## src/slrt_pkg.sv

```systemverilog
// Constants for the slope ramp timer and its setting registers
package slrt_pkg;

	// ----------------------------------------------------------------
	// Command codes of the setting registers
	// ----------------------------------------------------------------
	localparam logic [7:0] SLRT_CMD_LIMIT_SIX = 8'hd1;
	localparam logic [7:0] SLRT_CMD_SLEW_FIVE = 8'hd2;
	localparam logic [7:0] SLRT_CMD_LIMIT_FIVE = 8'hd3;

	// ----------------------------------------------------------------
	// Field layout
	// ----------------------------------------------------------------
	localparam int SLRT_LIMIT_MSB = 7;
	localparam int SLRT_LIMIT_LSB = 0;
	localparam int SLRT_CAP_MSB = 8;
	localparam int SLRT_CAP_LSB = 6;
	localparam int SLRT_CUR_MSB = 5;
	localparam int SLRT_CUR_LSB = 0;
	localparam logic [15:0] SLRT_LIMIT_MASK = 16'h00ff;
	localparam logic [15:0] SLRT_SLEW_MASK = 16'h01ff;

	// ----------------------------------------------------------------
	// Reset values and phase-count codes
	// ----------------------------------------------------------------
	localparam logic [7:0] SLRT_LIMIT_RST = 8'h00;
	localparam logic [8:0] SLRT_SLEW_RST = 9'h000;
	localparam logic [3:0] SLRT_PHASE_SIX = 4'h6;
	localparam logic [3:0] SLRT_PHASE_FIVE = 4'h5;

	// ----------------------------------------------------------------
	// Timing: one limit step is 5 ns, the clock period is 10 ns
	// ----------------------------------------------------------------
	localparam int SLRT_STEP_NS = 5;
	localparam int SLRT_CLK_PERIOD_NS = 10;
	localparam logic [8:0] SLRT_STEPS_PER_CLK = 9'(SLRT_CLK_PERIOD_NS / SLRT_STEP_NS);

	// Ramp timer states
	typedef enum logic [2:0] {
		SLRT_IDLE = 3'b001,
		SLRT_RAMP = 3'b010,
		SLRT_HOLD = 3'b100
	} slrt_state_t;

endpackage

```

## src/slrt_timer_cfg.sv

```systemverilog
// Slope ramp timer with its 6-phase and 5-phase setting registers
`timescale 1ns/1ps
`default_nettype none

module slrt_timer_cfg
	import slrt_pkg::*;
(
	// Clock and reset
	input wire logic sys_clk_in,
	input wire logic sys_rst_in,
	// Management register port
	input wire logic reg_wr_en_in,
	input wire logic reg_rd_en_in,
	input wire logic [7:0] reg_cmd_in,
	input wire logic [15:0] reg_wdata_in,
	output logic [15:0] reg_rdata_out,
	output logic reg_rd_valid_out,
	output logic reg_cmd_known_out,
	// Phase status and ramp trigger
	input wire logic [3:0] active_phases_in,
	input wire logic ramp_start_in,
	// Analog ramp controls
	output logic slope_src_en_out,
	output logic ramp_hold_out,
	output logic [2:0] ramp_cap_select_out,
	output logic [5:0] ramp_current_code_out,
	output logic slew_five_active_out,
	output logic [8:0] ramp_elapsed_out
);

	// ----------------------------------------------------------------
	// Helpers
	// ----------------------------------------------------------------

	// True for any of the three command codes this block owns
	function automatic logic cmd_mapped(input logic [7:0] cmd);
		cmd_mapped = (cmd == SLRT_CMD_LIMIT_SIX) || (cmd == SLRT_CMD_SLEW_FIVE) ||
			(cmd == SLRT_CMD_LIMIT_FIVE);
	endfunction

	// Register image with unused upper bits forced to zero
	function automatic logic [15:0] reg_image(input logic [7:0] cmd, input logic [7:0] lim6,
		input logic [8:0] slew5, input logic [7:0] lim5);
		case (cmd)
			SLRT_CMD_LIMIT_SIX: reg_image = {8'h00, lim6} & SLRT_LIMIT_MASK;
			SLRT_CMD_SLEW_FIVE: reg_image = {7'h00, slew5} & SLRT_SLEW_MASK;
			SLRT_CMD_LIMIT_FIVE: reg_image = {8'h00, lim5} & SLRT_LIMIT_MASK;
			default: reg_image = 16'h0000;
		endcase
	endfunction

	// ----------------------------------------------------------------
	// Setting registers
	// ----------------------------------------------------------------
	logic [7:0] limit_six_reg;
	logic [7:0] limit_six_next;
	logic [8:0] slew_five_reg;
	logic [8:0] slew_five_next;
	logic [7:0] limit_five_reg;
	logic [7:0] limit_five_next;
	logic [15:0] rdata_reg;
	logic [15:0] rdata_next;
	logic rd_valid_reg;
	logic rd_valid_next;
	logic known_reg;
	logic known_next;

	// Write decode; reads answer one cycle after the strobe
	always_comb begin
		limit_six_next = limit_six_reg;
		slew_five_next = slew_five_reg;
		limit_five_next = limit_five_reg;
		rdata_next = rdata_reg;
		rd_valid_next = reg_rd_en_in;
		known_next = known_reg;
		if (reg_wr_en_in) begin
			case (reg_cmd_in)
				SLRT_CMD_LIMIT_SIX: limit_six_next = reg_wdata_in[SLRT_LIMIT_MSB:SLRT_LIMIT_LSB];
				SLRT_CMD_SLEW_FIVE: slew_five_next = reg_wdata_in[SLRT_CAP_MSB:SLRT_CUR_LSB];
				SLRT_CMD_LIMIT_FIVE: limit_five_next = reg_wdata_in[SLRT_LIMIT_MSB:SLRT_LIMIT_LSB];
				default: limit_six_next = limit_six_reg;
			endcase
		end
		if (reg_rd_en_in) begin
			rdata_next = reg_image(reg_cmd_in, limit_six_reg, slew_five_reg, limit_five_reg);
		end
		// Unknown codes are flagged so the protocol engine can refuse them
		if (reg_rd_en_in || reg_wr_en_in) begin
			known_next = cmd_mapped(reg_cmd_in);
		end
	end

	// Setting register flops
	always_ff @(posedge sys_clk_in or posedge sys_rst_in) begin
		if (sys_rst_in) begin
			limit_six_reg <= SLRT_LIMIT_RST;
			slew_five_reg <= SLRT_SLEW_RST;
			limit_five_reg <= SLRT_LIMIT_RST;
			rdata_reg <= 16'h0000;
			rd_valid_reg <= 1'b0;
			known_reg <= 1'b0;
		end else begin
			limit_six_reg <= limit_six_next;
			slew_five_reg <= slew_five_next;
			limit_five_reg <= limit_five_next;
			rdata_reg <= rdata_next;
			rd_valid_reg <= rd_valid_next;
			known_reg <= known_next;
		end
	end

	// ----------------------------------------------------------------
	// Ramp timer
	// ----------------------------------------------------------------
	slrt_state_t state_reg;
	slrt_state_t state_next;
	logic [8:0] count_reg;
	logic [8:0] count_next;
	logic [7:0] limit_reg;
	logic [7:0] limit_next;
	logic limited_reg;
	logic limited_next;
	logic src_en_reg;
	logic src_en_next;
	logic [9:0] count_sum;
	logic [7:0] phase_limit;
	logic phase_limited;

	// Pick the limit for the present phase count
	always_comb begin
		phase_limit = SLRT_LIMIT_RST;
		phase_limited = 1'b0;
		case (active_phases_in)
			SLRT_PHASE_SIX: begin
				phase_limit = limit_six_reg;
				phase_limited = 1'b1;
			end
			SLRT_PHASE_FIVE: begin
				phase_limit = limit_five_reg;
				phase_limited = 1'b1;
			end
			default: phase_limited = 1'b0;
		endcase
	end

	// Two 5 ns steps per clock; limit latched at start so a write mid-ramp waits
	always_comb begin
		state_next = state_reg;
		count_next = count_reg;
		limit_next = limit_reg;
		limited_next = limited_reg;
		src_en_next = src_en_reg;
		// count in 5 ns units, one bit wider so full scale cannot wrap to zero
		count_sum = {1'b0, count_reg} + {1'b0, SLRT_STEPS_PER_CLK};
		if (ramp_start_in) begin
			count_next = 9'h000;
			limit_next = phase_limit;
			limited_next = phase_limited;
			if (phase_limited && (phase_limit == 8'h00)) begin
				state_next = SLRT_HOLD;
				src_en_next = 1'b0;
			end else begin
				state_next = SLRT_RAMP;
				src_en_next = 1'b1;
			end
		end else begin
			case (state_reg)
				SLRT_IDLE: src_en_next = 1'b0;
				SLRT_RAMP: begin
					// stop source and hold at limit
					if (limited_reg && (count_sum >= {2'b00, limit_reg})) begin
						state_next = SLRT_HOLD;
						src_en_next = 1'b0;
						count_next = {1'b0, limit_reg};
					end else if (count_sum > 10'h1ff) begin
						// Unlimited ramp: elapsed time pins at full scale
						count_next = 9'h1ff;
					end else begin
						count_next = count_sum[8:0];
					end
				end
				SLRT_HOLD: src_en_next = 1'b0;
				default: begin
					state_next = SLRT_IDLE;
					src_en_next = 1'b0;
				end
			endcase
		end
	end

	// Timer flops
	always_ff @(posedge sys_clk_in or posedge sys_rst_in) begin
		if (sys_rst_in) begin
			state_reg <= SLRT_IDLE;
			count_reg <= 9'h000;
			limit_reg <= SLRT_LIMIT_RST;
			limited_reg <= 1'b0;
			src_en_reg <= 1'b0;
		end else begin
			state_reg <= state_next;
			count_reg <= count_next;
			limit_reg <= limit_next;
			limited_reg <= limited_next;
			src_en_reg <= src_en_next;
		end
	end

	// ----------------------------------------------------------------
	// Outputs
	// ----------------------------------------------------------------

	// Register port answers
	assign reg_rdata_out = rdata_reg;
	assign reg_rd_valid_out = rd_valid_reg;
	assign reg_cmd_known_out = known_reg;

	// Ramp source and hold
	assign slope_src_en_out = src_en_reg;
	assign ramp_hold_out = (state_reg == SLRT_HOLD);
	assign ramp_elapsed_out = count_reg;

	// Slew fields straight from the register flops; five-phase flag decoded from active_phases_in
	// capacitor code field
	assign ramp_cap_select_out = slew_five_reg[SLRT_CAP_MSB:SLRT_CAP_LSB];
	assign ramp_current_code_out = slew_five_reg[SLRT_CUR_MSB:SLRT_CUR_LSB];
	assign slew_five_active_out = (active_phases_in == SLRT_PHASE_FIVE);

endmodule // slrt_timer_cfg

`default_nettype wire

```

## config.mk

```make
export PLATFORM = sky130hd
export DESIGN_NAME = slrt_timer_cfg
export DESIGN_NICKNAME = d
export VERILOG_FILES = /design/src/slrt_pkg.sv /design/src/slrt_timer_cfg.sv
export SDC_FILE = /design/constraint.sdc
export NUM_CORES = 1
export LEC_CHECK = 0
export BUFFER_PORTS_ARGS = -buffer_cell sky130_fd_sc_hd__buf_2
export CORE_MARGIN = 8
export CORE_UTILIZATION = 35
export CTS_CLUSTER_SIZE = 25
export DETAILED_ROUTE_END_ITERATION = 10
export PLACE_DENSITY = 0.56
export SLEW_MARGIN = 20
export SYNTH_ARGS = -nofsm -noshare
export SYNTH_HDL_FRONTEND = slang
export SYNTH_SLANG_ARGS = --single-unit
export TNS_END_PERCENT = 50
```

## constraint.sdc

```tcl
create_clock -name sys_clk_in -period 7.64 [get_ports sys_clk_in]
set_clock_uncertainty 0.2 [all_clocks]
set_input_delay 0 -clock sys_clk_in [delete_from_list [all_inputs] [get_ports sys_clk_in]]
set_output_delay 0 -clock sys_clk_in [all_outputs]
set_load 0.05 [all_outputs]
```

Yosys cells after proc, flatten, opt, wreduce, memory -nomap -nowiden
Index checks and enable logic that the tools add are counted.
Widths: inputs -> output; s select.
{"block": "word_totals", "reg_bits": 65, "in_bits": 33, "out_inout_bits": 39, "elab_cells": 52}
{"block": "classes", "addsub": 1, "magnitude_cmp": 2, "eq_ne": 10, "muxes": 15, "n_reduce_logical": 13}
{"operator": "$mux 9", "n": 4}
{"operator": "$pmux 9 s3", "n": 1}
{"operator": "$eq 8x8->1 const B", "n": 3}
{"operator": "$pmux 8 s2", "n": 1}
{"operator": "$add 9x2->10 const B", "n": 1}
{"operator": "$ge 10x8->1", "n": 1}
{"operator": "$gt 10x9->1 const B", "n": 1}
{"operator": "$mux 3", "n": 3}
{"operator": "$eq 4x3->1 const B", "n": 2}
{"operator": "$logic_not 8->1", "n": 1}
{"operator": "$reduce_and 2->1", "n": 4}
{"operator": "$pmux 3 s2", "n": 1}
{"operator": "$mux 1", "n": 5}
{"operator": "$reduce_or 2->1", "n": 2}
{"operator": "$eq 3x1->1 const B", "n": 1}
{"operator": "$eq 3x2->1 const B", "n": 1}
{"operator": "$eq 3x3->1 const B", "n": 1}
{"operator": "$logic_or 1x1->1", "n": 3}
{"operator": "$ne 3x3->1 const B", "n": 1}
{"operator": "$logic_and 1x1->1", "n": 2}
{"operator": "$ne 2x1->1 const B", "n": 1}
{"operator": "$reduce_bool 2->1", "n": 1}

Logic depth before layout (Yosys ltp)
{"block": "logic_depth", "ltp_word": 6, "mapped_depth": 12, "depth_no_buf": 11}

Least setup slack after synthesis
No wires, ideal clock.
{"block": "synth_timing", "kind": "register to register", "startpoint": "register count_reg[1], in the netlist ramp_elapsed_out[1]", "endpoint": "register count_reg[6], in the netlist ramp_elapsed_out[6]", "setup_ns": 0.082, "t_arrival_ns": 3.023, "required_time_ns": 7.358, "path_slack_ns": 4.335, "stages_incl_launch_ff": 13, "n_path_buf": 1, "synth_period_minus_slack_ns": 3.305, "path_cell_list": "dfrtp_1 ha_1 and3_2 and3_4 xor2_1 ha_1 nand2_1 or3_1 o221ai_2 o21ai_2 buf_6 a311o_1 a31oi_1"}
{"block": "synth_via", "elab_chain_len": 6, "word_cells_on_any_way": 8, "classes_between": "1 x add/sub; 2 x order compare; 4 x mux; 1 x reduce/logical"}
{"element": "from (decl)", "line": "slrt_timer_cfg.sv:117", "rtl": "logic [8:0] count_reg;"}
{"element": "from (signal assigned)", "line": "slrt_timer_cfg.sv:201", "rtl": "count_reg <= count_next;"}
{"element": "$add 9x2->10 (*)", "line": "slrt_timer_cfg.sv:154", "rtl": "count_sum = {1'b0, count_reg} + {1'b0, SLRT_STEPS_PER_CLK};"}
{"element": "$gt 10x9->1 / $ge 10x8->1 (equally long branches)", "line": "slrt_timer_cfg.sv:175, slrt_timer_cfg.sv:171"}
{"element": "$mux 9 / $logic_and 1x1->1 (equally long branches)", "line": "slrt_timer_cfg.sv:175, slrt_timer_cfg.sv:171"}
{"element": "$mux 9 (*)", "line": "slrt_timer_cfg.sv:171", "rtl": "if (limited_reg && (count_sum >= {2'b00, limit_reg})) begin"}
{"element": "$mux 9 (*)", "line": "slrt_timer_cfg.sv:167", "rtl": "case (state_reg)"}
{"element": "$mux 9 (*)", "line": "slrt_timer_cfg.sv:155", "rtl": "if (ramp_start_in) begin"}
Mark *: on every way between the ends. The rest lies on a longest branch, timed or not. The select of a mux whose other input is x is not followed.
A chain may end at the register's enable or synchronous reset.

Worst setup path after layout
{"block": "layout_timing", "startpoint": "register count_reg[1], in the netlist ramp_elapsed_out[1]", "endpoint": "register count_reg[3], in the netlist ramp_elapsed_out[3]"}
Same word-level chain as after synthesis.

==> metrics.cfg <==
[timing]
max_slew_margin = 0.503
tightest_slew_ps = 746
setup_tns_ps = 0
holdWs_ps = 20.2
post-route-period-util = 0.440
drv_slew = 0
clock.fmax_mhz = 298
rsz0062_at_grt = false
setup_violations = 0
fin_ws_ps = 4280
period_needed_ps = 3360
hold_viol = 0

[floorplan]
die-area_um2 = 12300
dieWidth_um = 111
start_util = 0.361
ios = 72
die_h_um = 111
fp.coreArea_um2 = 8720
placementRows = 34

[critical_path]
end_kind = register
r2r_start = ramp_elapsed_out[1]
rrSetupSlack_ps = 4280
worstSetupPathType = reg2reg
worst_r2r_path_depth = 11
critPathLaunchType = register
required_ps = 7690
r2r_end = ramp_elapsed_out[3]
arrival_ps = 3410
path_max_fanout = 11

[pwr]
power_density_nw_per_um2 = 194
ir_worst_vdd_uv = 122
leakagePower_nw = 1.85

[layout]
drive_above_1_share = 0.322
mostFrequentLayoutCells = 57 x buf_2, 57 x dfrtp_1, 34 x mux2_2
n_antenna_cell = 0
nets = 422
synthToLayoutAreaGrowth_pct = 25.6
layoutNonFillerInstCount = 493
fillers = 798

[route]
routedWlPerCell_um = 15.5
routed_wl_um = 7640
drc_errors = 0
dr.pass1.iters = 4
viasPerCell = 5.10
drt_iter0_markers = 124
ant_nets = 0
vias = 2514

[place]
gp_congestion = 0.755
dp_hpwl_um = 5340
dp_slack_ps = 4290
place_inst = 453
numPortBuffers = 57

[clock_network]
h-tree-depth = 3
cts-root-buf = clkbuf_8
clkSlewWorstSetupHoldPaths_ps = 70
tritoncts = yes
cts_buffers = 9
cts_sinks = 58
clock_latency_ps = 340
clk_path_buf_depth = 2

[run]
cap_violations = 0

[synth]
synth_edf_count = 0
syn-cell-area_um2 = 3150
seq_area_frac_synth = 0.461
async_flop_share = 1.00
synth_cell_types = 48
ys.flop_type = dfrtp_1
syn_inst = 300
ys_warn_count = 0
ys_ff_latch = 58
syn_area_per_cell_um2 = 10.5

[run_status]
outcome = complete, no violations

[min_path]
worstHoldStart = active_phases_in[2]
hold_class = in2reg
holdPathStages = 5
min_to = limit_reg[7]

[grt]
antenna_found_initial = 0
grt_first_pass_wirelength_um = 13200
grt_use_total = 0.127
grt_overflow_total = 0
grt_max_degree = 59
first_global_vias = 2726

[worst max-delay path by stage]
stage	start	endpoint	slack [ps]	depth (start not counted)
6_report	ramp_elapsed_out[1]	ramp_elapsed_out[3]	4280	11
5_1_grt	ramp_elapsed_out[1]	ramp_elapsed_out[3]	4110	11
4_1_cts	ramp_elapsed_out[1]	ramp_elapsed_out[3]	4270	11
3_5_place_dp	ramp_elapsed_out[1]	ramp_elapsed_out[3]	4290	11
3_3_place_gp	ramp_elapsed_out[1]	ramp_elapsed_out[3]	4320	11
2_1_floorplan	ramp_elapsed_out[1]	ramp_elapsed_out[6]	4340	12
[through the flow]
stage | util | area (um2) | total power [mW]
after floorplan | - | 3170 | 0.420
after global placement | 0.400 | 3490 | 0.443
after detailed placement | 0.400 | 3490 | 0.445
after CTS | 0.454 | 3960 | 0.775
after global routing | 0.454 | 3960 | 0.798
final | 0.454 | 3960 | 0.766
[power by group]
part | switching, mW | total, mW | leakage, nW | internal (mW)
logic | 0.0744 | 0.116 | 0.947 | 0.0418
clock network | 0.134 | 0.320 | 0.110 | 0.186
registers | 0.0110 | 0.330 | 0.792 | 0.319
[Yosys cell counts, types with 2 or more instances]
library cell,instances,area (um2)
dfrtp_1,57,1430
mux2_2,34,383
inv_1,21,78.8
nand2_1,21,78.8
nor2_1,18,67.6
a22oi_1,15,113
o21ai_0,13,65.1
nand3_1,10,50.1
o22ai_1,10,62.6
a21oi_1,9,45.0
buf_4,9,67.6
clkbuf_1,9,33.8
ha_1,9,113
nand3b_1,6,45.0
nand4_1,5,31.3
a31oi_1,4,25.0
nor2b_1,4,25.0
o211ai_1,3,22.5
xnor2_1,3,26.3
xor2_1,3,26.3
a211o_1,2,17.5
a311o_1,2,20.0
and2_1,2,12.5
and3_4,2,22.5
nand2b_1,2,12.5
nor3b_1,2,15.0
nor3b_2,2,25.0
o21a_1,2,15.0
o21ai_1,2,10.0
[per-layer routing]
metal | part of all wire | GRT usage | routed length, um | up-vias
met2 | 0.46 | 0.199 | 3480 | 75
met3 | 0.069 | 0.0552 | 528 | 6
li1 | - | - | - | 1225
met1 | 0.47 | 0.156 | 3560 | 1208
met4 | 0.0098 | 0.0306 | 75 | 0
met5 | 0 | 0 | 0 | -
[timing repair]
| item | CTS | global route |
|---|---|---|
| hold buffers | 24 | 0 |
| setup buffers | 0 | 0 |
| gates resized for setup | 0 | 0 |
| hold endpoints to repair | 106 | 0 |
| setup endpoints to repair | 0 | 0 |
[layout make-up]
| cell class | instances | area [um2] | area share |
|---|---|---|---|
| clock buffer | 9 | 124 | 0.0313 |
| inverter | 21 | 78.8 | 0.0199 |
| multi-input combinational | 207 | 1520 | 0.385 |
| timing repair buffer | 83 | 541 | 0.137 |
| sequential | 58 | 1450 | 0.367 |
| tap | 108 | 135 | 0.0342 |
| clock inverter | 7 | 103 | 0.0259 |
[worst max-delay path: stages, from the launching register on]
cell,delay (ps)
dfrtp_1,470
ha_1,270
and3_2,250
and3_4,210
xor2_1,150
ha_1,300
nand2_1,80
or3_1,360
o221ai_2,230
o21ai_2,200
mux2_4,350
a211oi_2,210
[cell families after synthesis]
| logic type | Yosys count | share of synthesized area |
|---|---|---|
| xor gates and xnor gates | 6 | 0.0167 |
| buffers and inverters | 41 | 0.0624 |
| and+or+nand+nor | 81 | 0.140 |
| other | 1 | 0.00119 |
| muxes | 36 | 0.130 |
| adders and majority gates | 9 | 0.0358 |
| DFF | 58 | 0.461 |
| AOI/OAI and AO/OA | 68 | 0.153 |
Note: power is estimated with default switching activity, not from simulation.
